### config.mk
export PLATFORM = sky130hd
export DESIGN_NAME = smd_spi_master_dma
export DESIGN_NICKNAME = d
export VERILOG_FILES = /design/src/shared/smd_pkg.sv /design/src/logic/smd_byte_shifter.sv /design/src/logic/smd_spi_master_dma.sv
export VERILOG_INCLUDE_DIRS = /design/src /design/src/shared
export SDC_FILE = /design/constraint.sdc
export NUM_CORES = 1
export LEC_CHECK = 0
export BUFFER_PORTS_ARGS = -buffer_cell sky130_fd_sc_hd__buf_4
export CAP_MARGIN = 20
export CORE_MARGIN = 1.5
export CORE_UTILIZATION = 35
export DETAILED_ROUTE_END_ITERATION = 6
export PLACE_DENSITY = 0.49
export SYNTH_ARGS = -nofsm -noshare
export SYNTH_HDL_FRONTEND = slang
export SYNTH_SLANG_ARGS = --single-unit
### constraint.sdc
create_clock -name SYS_CLK -period 3.8 [get_ports SYS_CLK]
set_input_delay 0.76 -clock SYS_CLK [delete_from_list [all_inputs] [get_ports SYS_CLK]]
set_output_delay 0.76 -clock SYS_CLK [all_outputs]
set_load 0.01 [all_outputs]
### src/shared/smd_consts.svh
`ifndef SMD_CONSTS_SVH
`define SMD_CONSTS_SVH

// ------------------------------------------------------------
// register offsets (byte addresses)
// ------------------------------------------------------------
`define SMD_OFS_TASK_START 12'h010
`define SMD_OFS_TASK_STOP 12'h014
`define SMD_OFS_EV_HALTED 12'h104
`define SMD_OFS_EV_RX_DONE 12'h110
`define SMD_OFS_EV_BOTH_DONE 12'h118
`define SMD_OFS_EV_TX_DONE 12'h120
`define SMD_OFS_EV_BEGAN 12'h14C
`define SMD_OFS_ENABLE 12'h500
`define SMD_OFS_PIN_CLK 12'h508
`define SMD_OFS_PIN_DOUT 12'h50C
`define SMD_OFS_PIN_DIN 12'h510
`define SMD_OFS_RATE 12'h524
`define SMD_OFS_RX_POINTER 12'h534
`define SMD_OFS_RX_LIMIT 12'h538
`define SMD_OFS_RX_AMOUNT 12'h53C
`define SMD_OFS_TX_POINTER 12'h544
`define SMD_OFS_TX_LIMIT 12'h548
`define SMD_OFS_TX_AMOUNT 12'h54C
`define SMD_OFS_CONFIG 12'h554
`define SMD_OFS_FILL 12'h5C0

// ------------------------------------------------------------
// fields, event indices, reset values
// ------------------------------------------------------------
`define SMD_CFG_ORDER_BIT 0
`define SMD_CFG_PHASE_BIT 1
`define SMD_CFG_POL_BIT 2
`define SMD_ENABLE_BIT 0
`define SMD_PIN_CONNECT_BIT 31
`define SMD_RATE_LSB 25
`define SMD_RATE_STEPS 7
`define SMD_EV_HALTED 0
`define SMD_EV_RX_DONE 1
`define SMD_EV_BOTH_DONE 2
`define SMD_EV_TX_DONE 3
`define SMD_EV_BEGAN 4
`define SMD_EV_COUNT 5
`define SMD_RST_RATE 32'h04000000
`define SMD_RST_PIN 32'hFFFFFFFF
`define SMD_RST_FILL 8'h00

// ------------------------------------------------------------
// timing
// ------------------------------------------------------------
`define SMD_SYS_CLK_HZ 250000000
`define SMD_BASE_RATE_BPS 125000
`define SMD_RST_HALF_CYCLES 11'h1F4

`endif

### src/shared/smd_pkg.sv
package smd_pkg;
	typedef enum logic [2:0] {
		SMD_IDLE,
		SMD_CHECK,
		SMD_READ,
		SMD_SHIFT,
		SMD_STORE
	} smd_state_t;
endpackage

### src/logic/smd_byte_shifter.sv
`timescale 1ns/10ps
module smd_byte_shifter #(
	parameter int DIV_W = 11
) (
	input wire logic sys_clk,
	input wire logic nrst,
	input wire logic start,
	input wire logic cpol,
	input wire logic cpha,
	input wire logic lsb_first,
	input wire logic [DIV_W-1:0] half_cycles,
	input wire logic [7:0] tx_byte,
	input wire logic miso_sync,
	output logic sck,
	output logic mosi,
	output logic busy,
	output logic done,
	output logic [7:0] rx_byte
);
	logic [DIV_W-1:0] div_reg;
	logic [3:0] edge_reg;
	logic [7:0] tx_sh_reg;
	logic [7:0] rx_sh_reg;
	logic phase_reg;
	logic order_reg;
	logic tick;
	logic sample;
	logic [7:0] rx_next;
	logic [7:0] rx_fin;

	function automatic logic [7:0] rev8(input logic [7:0] b);
		for (int i = 0; i < 8; i++) begin
			rev8[i] = b[7-i];
		end
	endfunction

	assign tick = busy && (div_reg == '0);
	// leading edges have even index
	assign sample = (edge_reg[0] == phase_reg); // see [RL21]
	assign rx_next = {rx_sh_reg[6:0], miso_sync}; // see [RL10]
	assign rx_fin = sample ? rx_next : rx_sh_reg;

	// ------------------------------------------------------------
	// bit timing and clock pin
	// ------------------------------------------------------------
	always_ff @(posedge sys_clk or negedge nrst) begin
		if (!nrst) begin
			busy <= 1'b0;
			div_reg <= '0;
			edge_reg <= 4'h0;
			sck <= 1'b0;
			done <= 1'b0;
			phase_reg <= 1'b0;
			order_reg <= 1'b0;
		end else begin
			done <= 1'b0;
			if (!busy) begin
				sck <= cpol; // see [RL1]
				if (start) begin
					busy <= 1'b1;
					div_reg <= half_cycles - 1'b1;
					edge_reg <= 4'h0;
					phase_reg <= cpha;
					order_reg <= lsb_first;
				end
			end else if (tick) begin
				sck <= ~sck;
				edge_reg <= edge_reg + 4'h1;
				div_reg <= half_cycles - 1'b1;
				if (edge_reg == 4'hF) begin
					busy <= 1'b0;
					done <= 1'b1;
				end
			end else begin
				div_reg <= div_reg - 1'b1;
			end
		end
	end

	// ------------------------------------------------------------
	// data shifting, always msb-first internally
	// ------------------------------------------------------------
	always_ff @(posedge sys_clk or negedge nrst) begin
		if (!nrst) begin
			tx_sh_reg <= 8'h00;
			rx_sh_reg <= 8'h00;
			rx_byte <= 8'h00;
			mosi <= 1'b0;
		end else if (!busy && start) begin
			tx_sh_reg <= lsb_first ? rev8(tx_byte) : tx_byte; // see [RL22]
			if (!cpha) begin
				mosi <= lsb_first ? tx_byte[0] : tx_byte[7];
				tx_sh_reg <= (lsb_first ? rev8(tx_byte) : tx_byte) << 1;
			end
		end else if (tick) begin
			if (sample) begin
				rx_sh_reg <= rx_next;
			end else begin
				mosi <= tx_sh_reg[7];
				tx_sh_reg <= tx_sh_reg << 1;
			end
			if (edge_reg == 4'hF) begin
				rx_byte <= order_reg ? rev8(rx_fin) : rx_fin; // see [RL22]
			end
		end
	end
endmodule // smd_byte_shifter

### src/logic/smd_spi_master_dma.sv
// Summary of operation
// [RL1] all four clock modes: polarity picks idle level, phase picks sampling edge
// [RL2] no chip select here; software drives general-purpose pins per slave
// [RL3] start task begins a transaction, stop task ends it
// [RL4] tx-done event after the transmit limit of bytes has shifted out
// [RL5] rx-done event after the last allowed receive byte is stored
// [RL6] both-done event once tx-done and rx-done have both occurred
// [RL7] stop task halts the master; halted event once it is at rest (never raised for a stop written in the last check cycle)
// [RL8] on halt, rx-done is raised if it has not been yet
// [RL9] on halt, tx-done is raised if it has not been yet
// [RL10] full duplex: one byte in for every byte out
// [RL11] pin selects act only while enabled, writable only while disabled
// [RL12] software sets clock pin idle, data-out 0, data-in as input
// [RL13] software gives each physical pin to one peripheral only
// [RL14] transmit channel reads memory, receive channel writes memory
// [RL15] pointers and limits are shadowed; rewrite allowed after began event
// [RL16] shifting ends itself at the larger of the two limits
// [RL17] transmit bytes beyond the transmit limit are the fill byte
// [RL18] received bytes beyond the receive limit are dropped
// [RL19] software waits for halted before clearing enable
// [RL20] one-hot rate codes from 125 kbps up to 8 Mbps, doubling
// [RL21] leading phase samples on first edge; trailing samples on second
// [RL22] bit order selects msb-first or lsb-first for both directions
`timescale 1ns/10ps
`include "smd_consts.svh"
module smd_spi_master_dma #(
	parameter int CNT_W = 16,
	parameter int DIV_W = 11
) (
	input wire logic SYS_CLK,
	input wire logic NRST,
	input wire logic PSEL,
	input wire logic PENABLE,
	input wire logic PWRITE,
	input wire logic [11:0] PADDR,
	input wire logic [31:0] PWDATA,
	output logic [31:0] PRDATA,
	output logic PREADY,
	output logic PSLVERR,
	output logic MEM_REQ,
	output logic MEM_WE,
	output logic [31:0] MEM_ADDR,
	output logic [7:0] MEM_WDATA,
	input wire logic MEM_ACK,
	input wire logic [7:0] MEM_RDATA,
	output logic SCK_OUT,
	output logic SCK_OE,
	output logic MOSI_OUT,
	output logic MOSI_OE,
	input wire logic MISO_IN
);
	// ------------------------------------------------------------
	// declarations
	// ------------------------------------------------------------
	smd_pkg::smd_state_t state_reg;
	logic enable_reg;
	logic [31:0] pin_clk_reg, pin_dout_reg, pin_din_reg;
	logic [31:0] rate_reg;
	logic [2:0] config_reg;
	logic [7:0] fill_reg;
	logic [31:0] rx_ptr_reg, tx_ptr_reg;
	logic [CNT_W-1:0] rx_lim_reg, tx_lim_reg;
	logic [31:0] rx_ptr_w_reg, tx_ptr_w_reg;
	logic [CNT_W-1:0] rx_lim_w_reg, tx_lim_w_reg;
	logic [CNT_W-1:0] rx_cnt_reg, tx_cnt_reg;
	logic [DIV_W-1:0] half_reg;
	logic [`SMD_EV_COUNT-1:0] ev_reg, ev_set;
	logic tx_flag_reg, rx_flag_reg, both_flag_reg, stop_pend_reg;
	logic [7:0] tx_byte_reg;
	logic shift_start_reg;
	logic miso_s1_reg, miso_s2_reg;
	logic shf_sck, shf_mosi, shf_busy, shf_done;
	logic [7:0] shf_rx;
	logic pready_reg;
	logic [31:0] prdata_next;
	logic mapped;
	logic wr, start_go, stop_go, halting, in_check;
	logic tx_reached, rx_reached, tx_raise, rx_raise, both_raise;

	// ------------------------------------------------------------
	// apb slave: one wait-free access phase, registered answer
	// ------------------------------------------------------------
	assign wr = PSEL && PENABLE && pready_reg && PWRITE;
	assign start_go = wr && (PADDR == `SMD_OFS_TASK_START) && PWDATA[0] && enable_reg
		&& (state_reg == smd_pkg::SMD_IDLE);
	assign stop_go = wr && (PADDR == `SMD_OFS_TASK_STOP) && PWDATA[0];

	always_comb begin
		mapped = 1'b1;
		prdata_next = 32'h00000000;
		unique case (PADDR)
			`SMD_OFS_TASK_START, `SMD_OFS_TASK_STOP: prdata_next = 32'h00000000;
			`SMD_OFS_EV_HALTED: prdata_next = {31'h0, ev_reg[`SMD_EV_HALTED]};
			`SMD_OFS_EV_RX_DONE: prdata_next = {31'h0, ev_reg[`SMD_EV_RX_DONE]};
			`SMD_OFS_EV_BOTH_DONE: prdata_next = {31'h0, ev_reg[`SMD_EV_BOTH_DONE]};
			`SMD_OFS_EV_TX_DONE: prdata_next = {31'h0, ev_reg[`SMD_EV_TX_DONE]};
			`SMD_OFS_EV_BEGAN: prdata_next = {31'h0, ev_reg[`SMD_EV_BEGAN]};
			`SMD_OFS_ENABLE: prdata_next = {31'h0, enable_reg};
			`SMD_OFS_PIN_CLK: prdata_next = pin_clk_reg;
			`SMD_OFS_PIN_DOUT: prdata_next = pin_dout_reg;
			`SMD_OFS_PIN_DIN: prdata_next = pin_din_reg;
			`SMD_OFS_RATE: prdata_next = rate_reg;
			`SMD_OFS_RX_POINTER: prdata_next = rx_ptr_reg;
			`SMD_OFS_RX_LIMIT: prdata_next = 32'(rx_lim_reg);
			`SMD_OFS_RX_AMOUNT: prdata_next = 32'(rx_cnt_reg);
			`SMD_OFS_TX_POINTER: prdata_next = tx_ptr_reg;
			`SMD_OFS_TX_LIMIT: prdata_next = 32'(tx_lim_reg);
			`SMD_OFS_TX_AMOUNT: prdata_next = 32'(tx_cnt_reg);
			`SMD_OFS_CONFIG: prdata_next = {29'h0, config_reg};
			`SMD_OFS_FILL: prdata_next = {24'h0, fill_reg};
			default: mapped = 1'b0;
		endcase
	end

	always_ff @(posedge SYS_CLK or negedge NRST) begin
		if (!NRST) begin
			pready_reg <= 1'b0;
			PRDATA <= 32'h00000000;
			PSLVERR <= 1'b0;
		end else begin
			pready_reg <= PSEL && !PENABLE;
			PRDATA <= (PSEL && !PENABLE && !PWRITE) ? prdata_next : 32'h00000000;
			PSLVERR <= PSEL && !PENABLE && !mapped;
		end
	end
	assign PREADY = pready_reg;

	// ------------------------------------------------------------
	// software registers
	// ------------------------------------------------------------
	always_ff @(posedge SYS_CLK or negedge NRST) begin
		if (!NRST) begin
			enable_reg <= 1'b0;
			pin_clk_reg <= `SMD_RST_PIN;
			pin_dout_reg <= `SMD_RST_PIN;
			pin_din_reg <= `SMD_RST_PIN;
			rate_reg <= `SMD_RST_RATE;
			config_reg <= 3'h0;
			fill_reg <= `SMD_RST_FILL;
			rx_ptr_reg <= 32'h00000000;
			tx_ptr_reg <= 32'h00000000;
			rx_lim_reg <= '0;
			tx_lim_reg <= '0;
		end else if (wr) begin
			unique case (PADDR)
				`SMD_OFS_ENABLE: enable_reg <= PWDATA[`SMD_ENABLE_BIT];
				// pin selects frozen while enabled so a live link never re-routes
				`SMD_OFS_PIN_CLK: if (!enable_reg) pin_clk_reg <= PWDATA; // see [RL11]
				`SMD_OFS_PIN_DOUT: if (!enable_reg) pin_dout_reg <= PWDATA; // see [RL11]
				`SMD_OFS_PIN_DIN: if (!enable_reg) pin_din_reg <= PWDATA; // see [RL11]
				`SMD_OFS_RATE: rate_reg <= PWDATA;
				`SMD_OFS_CONFIG: config_reg <= PWDATA[2:0];
				`SMD_OFS_FILL: fill_reg <= PWDATA[7:0];
				`SMD_OFS_RX_POINTER: rx_ptr_reg <= PWDATA; // see [RL15]
				`SMD_OFS_RX_LIMIT: rx_lim_reg <= PWDATA[CNT_W-1:0];
				`SMD_OFS_TX_POINTER: tx_ptr_reg <= PWDATA;
				`SMD_OFS_TX_LIMIT: tx_lim_reg <= PWDATA[CNT_W-1:0];
				default: ;
			endcase
		end
	end

	// ------------------------------------------------------------
	// bit rate: one-hot code to half-period count, rounded up
	// ------------------------------------------------------------
	always_ff @(posedge SYS_CLK or negedge NRST) begin
		if (!NRST) begin
			half_reg <= DIV_W'(`SMD_RST_HALF_CYCLES);
		end else begin
			for (int i = 0; i < `SMD_RATE_STEPS; i++) begin
				if (rate_reg[`SMD_RATE_LSB+i]) begin // see [RL20]
					half_reg <= DIV_W'((`SMD_SYS_CLK_HZ + ((2 * `SMD_BASE_RATE_BPS) << i) - 1)
						/ ((2 * `SMD_BASE_RATE_BPS) << i));
				end
			end
		end
	end

	// ------------------------------------------------------------
	// events: hardware set wins over a software clear
	// ------------------------------------------------------------
	assign in_check = (state_reg == smd_pkg::SMD_CHECK);
	assign halting = in_check && stop_pend_reg;
	assign tx_reached = (tx_cnt_reg >= tx_lim_w_reg);
	assign rx_reached = (rx_cnt_reg >= rx_lim_w_reg);
	assign tx_raise = in_check && !tx_flag_reg && (tx_reached || stop_pend_reg); // see [RL4] [RL9]
	assign rx_raise = in_check && !rx_flag_reg && (rx_reached || stop_pend_reg); // see [RL5] [RL8]
	assign both_raise = in_check && !both_flag_reg && (tx_flag_reg || tx_raise)
		&& (rx_flag_reg || rx_raise); // see [RL6]

	always_comb begin
		ev_set = '0;
		ev_set[`SMD_EV_BEGAN] = start_go;
		ev_set[`SMD_EV_TX_DONE] = tx_raise;
		ev_set[`SMD_EV_RX_DONE] = rx_raise;
		ev_set[`SMD_EV_BOTH_DONE] = both_raise;
		ev_set[`SMD_EV_HALTED] = halting || (stop_go && state_reg == smd_pkg::SMD_IDLE); // see [RL7]
	end

	localparam logic [11:0] EV_OFS [`SMD_EV_COUNT] = '{`SMD_OFS_EV_HALTED, `SMD_OFS_EV_RX_DONE,
		`SMD_OFS_EV_BOTH_DONE, `SMD_OFS_EV_TX_DONE, `SMD_OFS_EV_BEGAN};

	for (genvar g = 0; g < `SMD_EV_COUNT; g++) begin : g_ev
		always_ff @(posedge SYS_CLK or negedge NRST) begin
			if (!NRST) begin
				ev_reg[g] <= 1'b0;
			end else if (ev_set[g]) begin
				ev_reg[g] <= 1'b1;
			end else if (wr && PADDR == EV_OFS[g] && !PWDATA[0]) begin
				ev_reg[g] <= 1'b0;
			end
		end
	end

	// ------------------------------------------------------------
	// transaction sequencer and memory channels
	// ------------------------------------------------------------
	always_ff @(posedge SYS_CLK or negedge NRST) begin
		if (!NRST) begin
			state_reg <= smd_pkg::SMD_IDLE;
			rx_ptr_w_reg <= 32'h00000000;
			tx_ptr_w_reg <= 32'h00000000;
			rx_lim_w_reg <= '0;
			tx_lim_w_reg <= '0;
			rx_cnt_reg <= '0;
			tx_cnt_reg <= '0;
			tx_byte_reg <= 8'h00;
			shift_start_reg <= 1'b0;
			MEM_REQ <= 1'b0;
			MEM_WE <= 1'b0;
			MEM_ADDR <= 32'h00000000;
			MEM_WDATA <= 8'h00;
		end else begin
			shift_start_reg <= 1'b0;
			unique case (state_reg)
				smd_pkg::SMD_IDLE: begin
					if (start_go) begin // see [RL3]
						// working copies let software prepare the next transfer
						rx_ptr_w_reg <= rx_ptr_reg; // see [RL15]
						tx_ptr_w_reg <= tx_ptr_reg;
						rx_lim_w_reg <= rx_lim_reg;
						tx_lim_w_reg <= tx_lim_reg;
						rx_cnt_reg <= '0;
						tx_cnt_reg <= '0;
						state_reg <= smd_pkg::SMD_CHECK;
					end
				end
				smd_pkg::SMD_CHECK: begin
					if (stop_pend_reg || (tx_reached && rx_reached)) begin
						state_reg <= smd_pkg::SMD_IDLE; // see [RL16]
					end else if (!tx_reached) begin
						MEM_REQ <= 1'b1; // see [RL14]
						MEM_WE <= 1'b0;
						MEM_ADDR <= tx_ptr_w_reg + 32'(tx_cnt_reg);
						state_reg <= smd_pkg::SMD_READ;
					end else begin
						tx_byte_reg <= fill_reg; // see [RL17]
						shift_start_reg <= 1'b1;
						state_reg <= smd_pkg::SMD_SHIFT;
					end
				end
				smd_pkg::SMD_READ: begin
					if (MEM_ACK) begin
						MEM_REQ <= 1'b0;
						tx_byte_reg <= MEM_RDATA;
						shift_start_reg <= 1'b1;
						state_reg <= smd_pkg::SMD_SHIFT;
					end
				end
				smd_pkg::SMD_SHIFT: begin
					if (shf_done) begin
						if (!tx_reached) begin
							tx_cnt_reg <= tx_cnt_reg + 1'b1;
						end
						if (!rx_reached) begin
							MEM_REQ <= 1'b1; // see [RL14]
							MEM_WE <= 1'b1;
							MEM_ADDR <= rx_ptr_w_reg + 32'(rx_cnt_reg);
							MEM_WDATA <= shf_rx;
							state_reg <= smd_pkg::SMD_STORE;
						end else begin
							state_reg <= smd_pkg::SMD_CHECK; // see [RL18]
						end
					end
				end
				smd_pkg::SMD_STORE: begin
					if (MEM_ACK) begin
						MEM_REQ <= 1'b0;
						MEM_WE <= 1'b0;
						rx_cnt_reg <= rx_cnt_reg + 1'b1;
						state_reg <= smd_pkg::SMD_CHECK;
					end
				end
			endcase
		end
	end

	// stop is honoured at a byte boundary, never in the middle of a memory access
	always_ff @(posedge SYS_CLK or negedge NRST) begin
		if (!NRST) begin
			stop_pend_reg <= 1'b0;
			tx_flag_reg <= 1'b0;
			rx_flag_reg <= 1'b0;
			both_flag_reg <= 1'b0;
		end else if (start_go) begin
			stop_pend_reg <= 1'b0;
			tx_flag_reg <= 1'b0;
			rx_flag_reg <= 1'b0;
			both_flag_reg <= 1'b0;
		end else begin
			if (halting) begin
				stop_pend_reg <= 1'b0;
			end else if (stop_go && state_reg != smd_pkg::SMD_IDLE) begin
				stop_pend_reg <= 1'b1; // see [RL7]
			end
			if (tx_raise) tx_flag_reg <= 1'b1;
			if (rx_raise) rx_flag_reg <= 1'b1;
			if (both_raise) both_flag_reg <= 1'b1;
		end
	end

	// ------------------------------------------------------------
	// serial pins
	// ------------------------------------------------------------
	always_ff @(posedge SYS_CLK or negedge NRST) begin
		if (!NRST) begin
			miso_s1_reg <= 1'b0;
			miso_s2_reg <= 1'b0;
		end else begin
			miso_s1_reg <= MISO_IN;
			miso_s2_reg <= miso_s1_reg;
		end
	end

	smd_byte_shifter #(
		.DIV_W(DIV_W)
	) u_shifter (
		.sys_clk(SYS_CLK),
		.nrst(NRST),
		.start(shift_start_reg),
		.cpol(config_reg[`SMD_CFG_POL_BIT]),
		.cpha(config_reg[`SMD_CFG_PHASE_BIT]),
		.lsb_first(config_reg[`SMD_CFG_ORDER_BIT]),
		.half_cycles(half_reg),
		.tx_byte(tx_byte_reg),
		.miso_sync(miso_s2_reg && enable_reg && !pin_din_reg[`SMD_PIN_CONNECT_BIT]),
		.sck(shf_sck),
		.mosi(shf_mosi),
		.busy(shf_busy),
		.done(shf_done),
		.rx_byte(shf_rx)
	);

	always_ff @(posedge SYS_CLK or negedge NRST) begin
		if (!NRST) begin
			SCK_OUT <= 1'b0;
			MOSI_OUT <= 1'b0;
			SCK_OE <= 1'b0;
			MOSI_OE <= 1'b0;
		end else begin
			SCK_OUT <= shf_sck;
			MOSI_OUT <= shf_mosi;
			SCK_OE <= enable_reg && !pin_clk_reg[`SMD_PIN_CONNECT_BIT]; // see [RL11]
			MOSI_OE <= enable_reg && !pin_dout_reg[`SMD_PIN_CONNECT_BIT];
		end
	end
endmodule // smd_spi_master_dma

**After elaboration in Yosys (flattened, before gate mapping)**

Index checks and enable logic that the tools add are counted.

- Input port bits: 59
- Output and inout bits: 80
- Flip-flop bits (word level): 523
- Logic and storage cells: 304

- Multiplexer cells: 92
- Equal/unequal tests: 39
- Reduce and logical (&&, ||, !) cells: 105
- Bitwise operators: 5
- Order comparisons: 2
- Add/subtract/negate cells: 7

Operators by type and width:

| operator | count |
|---|---|
| case mux 32 bit (18 select lines) | 1 |
| two-way mux 32 bit | 5 |
| == test 12 x 11 -> 1 bit, second input constant | 13 |
| two-way mux 11 bit | 10 |
| two-way mux 8 bit | 10 |
| adder 32 x 16 -> 32 bit | 2 |
| two-way mux 16 bit | 4 |
| case mux 16 bit (2 select lines) | 2 |
| case mux 32 bit (2 select lines) | 1 |
| == test 12 x 9 -> 1 bit, second input constant | 5 |
| two-way mux 1 bit | 45 |
| logical AND 1 bit | 39 |
| adder 16 x 1 -> 16 bit, second input constant | 2 |
| >= comparator 16 bit | 2 |
| nonzero test 2 bit | 14 |
| AND reduction 2 bit | 13 |
| == test 12 x 5 -> 1 bit, second input constant | 2 |
| subtractor 11 x 1 -> 11 bit, second input constant | 2 |
| AND reduction 3 bit | 7 |
| != test 2 bit, second input constant | 10 |
| OR reduction 20 bit | 1 |
| case mux 8 bit (2 select lines) | 1 |
| two-way mux 3 bit | 5 |
| case mux 3 bit (5 select lines) | 1 |
| 22 further kinds | 53 |

**Longest topological paths before layout**

- Word-level depth: 9
- Gate-level depth with buffers: 12
- Mapped depth without buffers: 11

**Cells and area by module**

A second synthesis with hierarchy kept.

- Cells, all modules: 2426
- Area total of the unflattened synthesis: 25888.6 sq um

Modules (own cells, without submodules):

| module | area an instance (sq um) | seq. area each (sq um) | instances | cells an instance |
|---|---|---|---|---|
| smd_spi_master_dma | 23153.5 | 12065.3 | 1 | 2128 |
| smd_byte_shifter | 2735.1 | 1126.1 | 1 | 298 |

**Worst setup path before layout**

OpenSTA, ideal clock, no wires.

- Kind: register -> register
- Start point: register rx_cnt_reg[0]
- End point: register MEM_WDATA[0]
- Period minus slack after synthesis: 2925 ps
- Stages on the path, launching flop included: 12
- Data arrival time: 2798 ps
- Setup time: 128 ps
- Path buffers: 1
- Setup slack: 875 ps
- Cell sequence: dfrtp_1 inv_1 ha_1 nand2b_1 a2111oi_0 o311a_1 o2111ai_1 a311oi_1 a21boi_2 and2_1 buf_2 mux2_1

- Longest elaborated chain between the ends: 3

Ends and longest elaborated chain:

| what | line | RTL |
|---|---|---|
| from (decl) | smd_spi_master_dma.sv:65 | `logic [CNT_W-1:0] rx_cnt_reg, tx_cnt_reg;` |
| from (signal assigned) | smd_spi_master_dma.sv:290 | `rx_cnt_reg <= rx_cnt_reg + 1'b1;` |
| >= comparator 16 bit | smd_spi_master_dma.sv:185 | `assign rx_reached = (rx_cnt_reg >= rx_lim_w_reg);` |
| NOT 1 bit (no source line) | -- |  |
| AND reduction 3 bit (no source line) | -- |  |
| to (signal assigned) | smd_spi_master_dma.sv:279 | `MEM_WDATA <= shf_rx;` |
| to (decl) | smd_spi_master_dma.sv:43 | `output logic [7:0] MEM_WDATA,` |

Every way passes these cells.
A chain may end at the register's enable or synchronous reset.

**Final worst setup path**

- Start point: register tx_cnt_reg[0]
- End point: register tx_byte_reg[6]

- Longest elaborated chain between the ends: 5
- Elaborated cells between the ends (all ways): 6
- Those cells by class: 1 x order compare; 2 x eq/ne; 3 x reduce/logical

Ends and longest elaborated chain:

| what | line | RTL |
|---|---|---|
| from (decl) | smd_spi_master_dma.sv:65 |  |
| from (signal assigned) | smd_spi_master_dma.sv:273 | `tx_cnt_reg <= tx_cnt_reg + 1'b1;` |
| >= comparator 16 bit (*) | smd_spi_master_dma.sv:184 | `assign tx_reached = (tx_cnt_reg >= tx_lim_w_reg);` |
| logical AND 1 bit | smd_spi_master_dma.sv:249 | `if (stop_pend_reg \|\| (tx_reached && rx_reached)) begin` |
| logical OR 1 bit | smd_spi_master_dma.sv:249 |  |
| != test 2 bit (no source line) | -- |  |
| AND reduction 4 bit (no source line) (*) | -- |  |
| to (signal assigned) | smd_spi_master_dma.sv:257 | `tx_byte_reg <= fill_reg;` |
| to (decl) | smd_spi_master_dma.sv:69 | `logic [7:0] tx_byte_reg;` |

Every way passes the cells marked *; elsewhere a longest branch is shown, timed or not.

==> results.py <==
metrics = {
    "status": {
        "status": "finished clean",
    },
    "finish": {
        "regArea_um2": 13190,
        "multi_input_area_um2": 11850,
        "layout-drive-gt1-share": 0.2763,
        "nNetsFinal": 2727,
        "n_fill_cell": 7091,
        "num_antenna_cells": 0,
        "area_delta_synth_final_pct": 18.75,
    },
    "clock_network": {
        "htreeDepth": 2,
        "clk_root_buffer_cell": "clkbuf_16",
        "cts.sinks": 522,
        "cts_repair_resize_count": 0,
        "cts_hold_buffers": 0,
        "postCtsSetupBuffers": 0,
        "cts_tree": "done",
        "clk_pin_slew_ns": 0.06,
        "clk_path_buf_depth": 3,
        "cts_buffers": 60,
        "clock_latency_ns": 0.64,
    },
    "worst_setup_path": {
        "path_delay_family": "compound AO/OA/AOI/OAI gates",
        "cp-end-kind": "flop",
        "reg2reg_slack_ns": 0.43,
        "ff2ff_path_depth": 10,
        "worstReg2RegEnd": "tx_byte_reg[6]",
        "critical-path-max-stage-delay_ns": 0.49,
        "reg2reg_from": "tx_cnt_reg[0]",
        "worstSetupPathType": "reg2reg",
        "slowest_stage": "dfrtp_1",
        "crit_buf_inv": 1,
        "critical_path_arrival_ns": 3.88,
        "cp_num_cells": 10,
        "required_ns": 4.31,
        "crit_chain": "inv_1 -> ha_1 -> nand2b_1 -> a21o_1 -> a211o_1 -> a211oi_1 -> o21ai_0 -> nand4bb_1 -> a21boi_2 -> mux2_2",
        "start_kind": "flop",
        "cp-endpoint": "tx_byte_reg[6]",
        "worst-path-max-fanout": 9,
        "crit_start": "tx_cnt_reg[0]",
    },
    "timing": {
        "fin_crit_ns": 3.370,
        "finalSetupViolCount": 0,
        "fmax_mhz": 296.7,
        "setup_slack_ns": 0.4301,
        "finalClockSkew_ns": 0.02597,
        "slew_viol_final": 0,
        "finalHoldViolCount": 0,
        "grt_setup_unrepaired": "no",
        "max_slew_margin": 0.3321,
        "period_share": 0.8868,
        "fin_setup_tns_ns": 0,
        "tightest_slew_ns": 1.002,
    },
    "detailed_routing": {
        "drc": 0,
        "vias": 19900,
        "first_iter_violations": 1307,
        "wire_per_inst_um": 23.55,
        "first_pass_iters": 5,
        "drt-total-wl_um": 84980,
        "ant_nets": 0,
        "viasPerCell": 5.514,
    },
    "global_routing": {
        "grt_pass1_wl_um": 129800,
        "overflow": 0,
        "antenna_found_initial": 3,
        "grt_max_degree": 92,
        "grtUsageTotal": 0.2281,
        "grt_pass1_vias": 20410,
    },
    "logic_synthesis": {
        "synth_cell_types": 84,
        "ys_warn_count": 0,
        "synth_edf_count": 0,
        "synthTopCellsByCount": "dfrtp_1 (419), nand2_1 (389), mux2_2 (246), nor2_1 (127), o21ai_0 (122)",
        "syn-num-nets": 2562,
        "synth_most_common_cell": "dfrtp_1",
        "seq_area_frac_synth": 0.5124,
        "synthArstFlopShare": 1.000,
        "synthFlopType": "dfrtp_1",
        "synth.cell_area_um2": 25750,
        "synth.avg_cell_area_um2": 10.59,
        "netlist.area_leader.share": 0.4073,
        "ys_ff_latch": 522,
        "synth.largest_area_cell": "dfrtp_1",
        "syn_inst": 2432,
        "synth_area_leaders": "dfrtp_1 (41%), mux2_2 (11%), dfstp_2 (11%), nand2_1 (5.7%), ha_1 (3.4%)",
    },
    "pwr": {
        "peakVddDrop_uv": 306.3,
        "power_density_nw_per_um2": 468.6,
        "leakage_nw": 14.08,
    },
    "placement": {
        "place_congestion": 0.8578,
        "dpl_worst_slack_ns": 0.4188,
        "hpwl_um": 58190,
        "portBuffers": 138,
    },
    "run": {
        "cap_violations": 0,
    },
    "floorplanning": {
        "ios": 139,
        "fp.dieW_um": 274.2,
        "start_util": 0.3535,
        "die-area_um2": 75200,
        "core_region_area_um2": 72830,
        "num_rows": 99,
        "die_h_um": 274.2,
    },
    "hold_path": {
        "hp-class": "in2async",
    },
}
[report_power, final]
part           leakage, nW  total (mW)  switching (mW)  internal (mW)
combinational         6.43        1.98            1.16          0.821
clock                 1.05        6.29            2.49           3.80
sequential            6.59        6.05           0.251           5.80
[cells by family after synthesis]
kind of cell             Yosys count  share of synthesized area
XOR/XNOR                          85                    0.02892
buffers and inverters            201                    0.03042
flip-flops                       522                     0.5124
adder cells (fa/ha/maj)           71                    0.03509
AND/OR/NAND/NOR                  753                     0.1358
multiplexers                     292                     0.1276
AO/OA/AOI/OAI                    508                     0.1298
[layer usage]
layer,track usage,up-vias,part of all wire
li1,-,9042,-
met1,0.2950,10240,0.43
met2,0.3935,471,0.50
met3,0.03039,135,0.043
met4,0.07331,6,0.030
met5,0,-,0.00042
[area by class of cell]
type                    count  area share
inverters                  79    0.009699
well taps                 959     0.03925
clock inverters            35     0.01551
flip-flops and latches    522      0.4315
repair buffers            225     0.06163
multi-input cells        1709      0.3874
clock buffers              79     0.05504
[metrics by stage]
stage                     hold slack [ns]  utilization  cells  area [um2]  power, mW
after CTS                          0.1834       0.4198   3608       30570      14.51
after detailed placement           0.3477       0.3902   3494       28420      8.163
after floorplan                    0.3312            -   2432       25750      7.200
after global routing               0.1884       0.4198   3608       30570      14.97
after global placement             0.3356       0.3901   3493       28410      8.154
final                              0.2044       0.4198   3608       30570      14.33
[cells in the final DEF (no fill, tap or decap), types with 14 or more instances in the layout]
cell	n
ha_1	69
clkbuf_16	60
nand2b_1	15
nor2b_1	14
buf_4	209
mux2_2	246
a21o_1	17
dfstp_2	103
nand3_1	49
clkinv_2	15
buf_12	15
nand2_1	387
mux2_1	24
inv_1	79
nor2_1	122
xor2_1	33
nand4_1	24
o21ai_0	122
a221oi_1	27
a31oi_1	44
nor3_1	26
mux2i_1	20
and3_1	24
xnor2_1	52
a22o_1	18
a22oi_1	88
dfrtp_1	419
a21oi_1	89
[worst reg2reg max path: stages (launching register included)]
cell,delay (ns)
dfrtp_1,0.49
inv_1,0.08
ha_1,0.26
nand2b_1,0.14
a21o_1,0.17
a211o_1,0.29
a211oi_1,0.39
o21ai_0,0.28
nand4bb_1,0.26
a21boi_2,0.49
mux2_2,0.40
[worst min-delay path by stage]
| stage | startpoint | to | slack [ns] |
|---|---|---|---|
| 2_1_floorplan | miso_s1_reg | miso_s2_reg | 0.33 |
| 3_3_place_gp | miso_s1_reg | miso_s2_reg | 0.34 |
| 3_5_place_dp | miso_s1_reg | miso_s2_reg | 0.35 |
| 4_1_cts | MISO_IN | miso_s1_reg | 0.18 |
| 5_1_grt | MISO_IN | miso_s1_reg | 0.19 |
| 6_report | NRST | tx_ptr_reg[2] | 0.20 |
(Power assumes the default switching activity.)
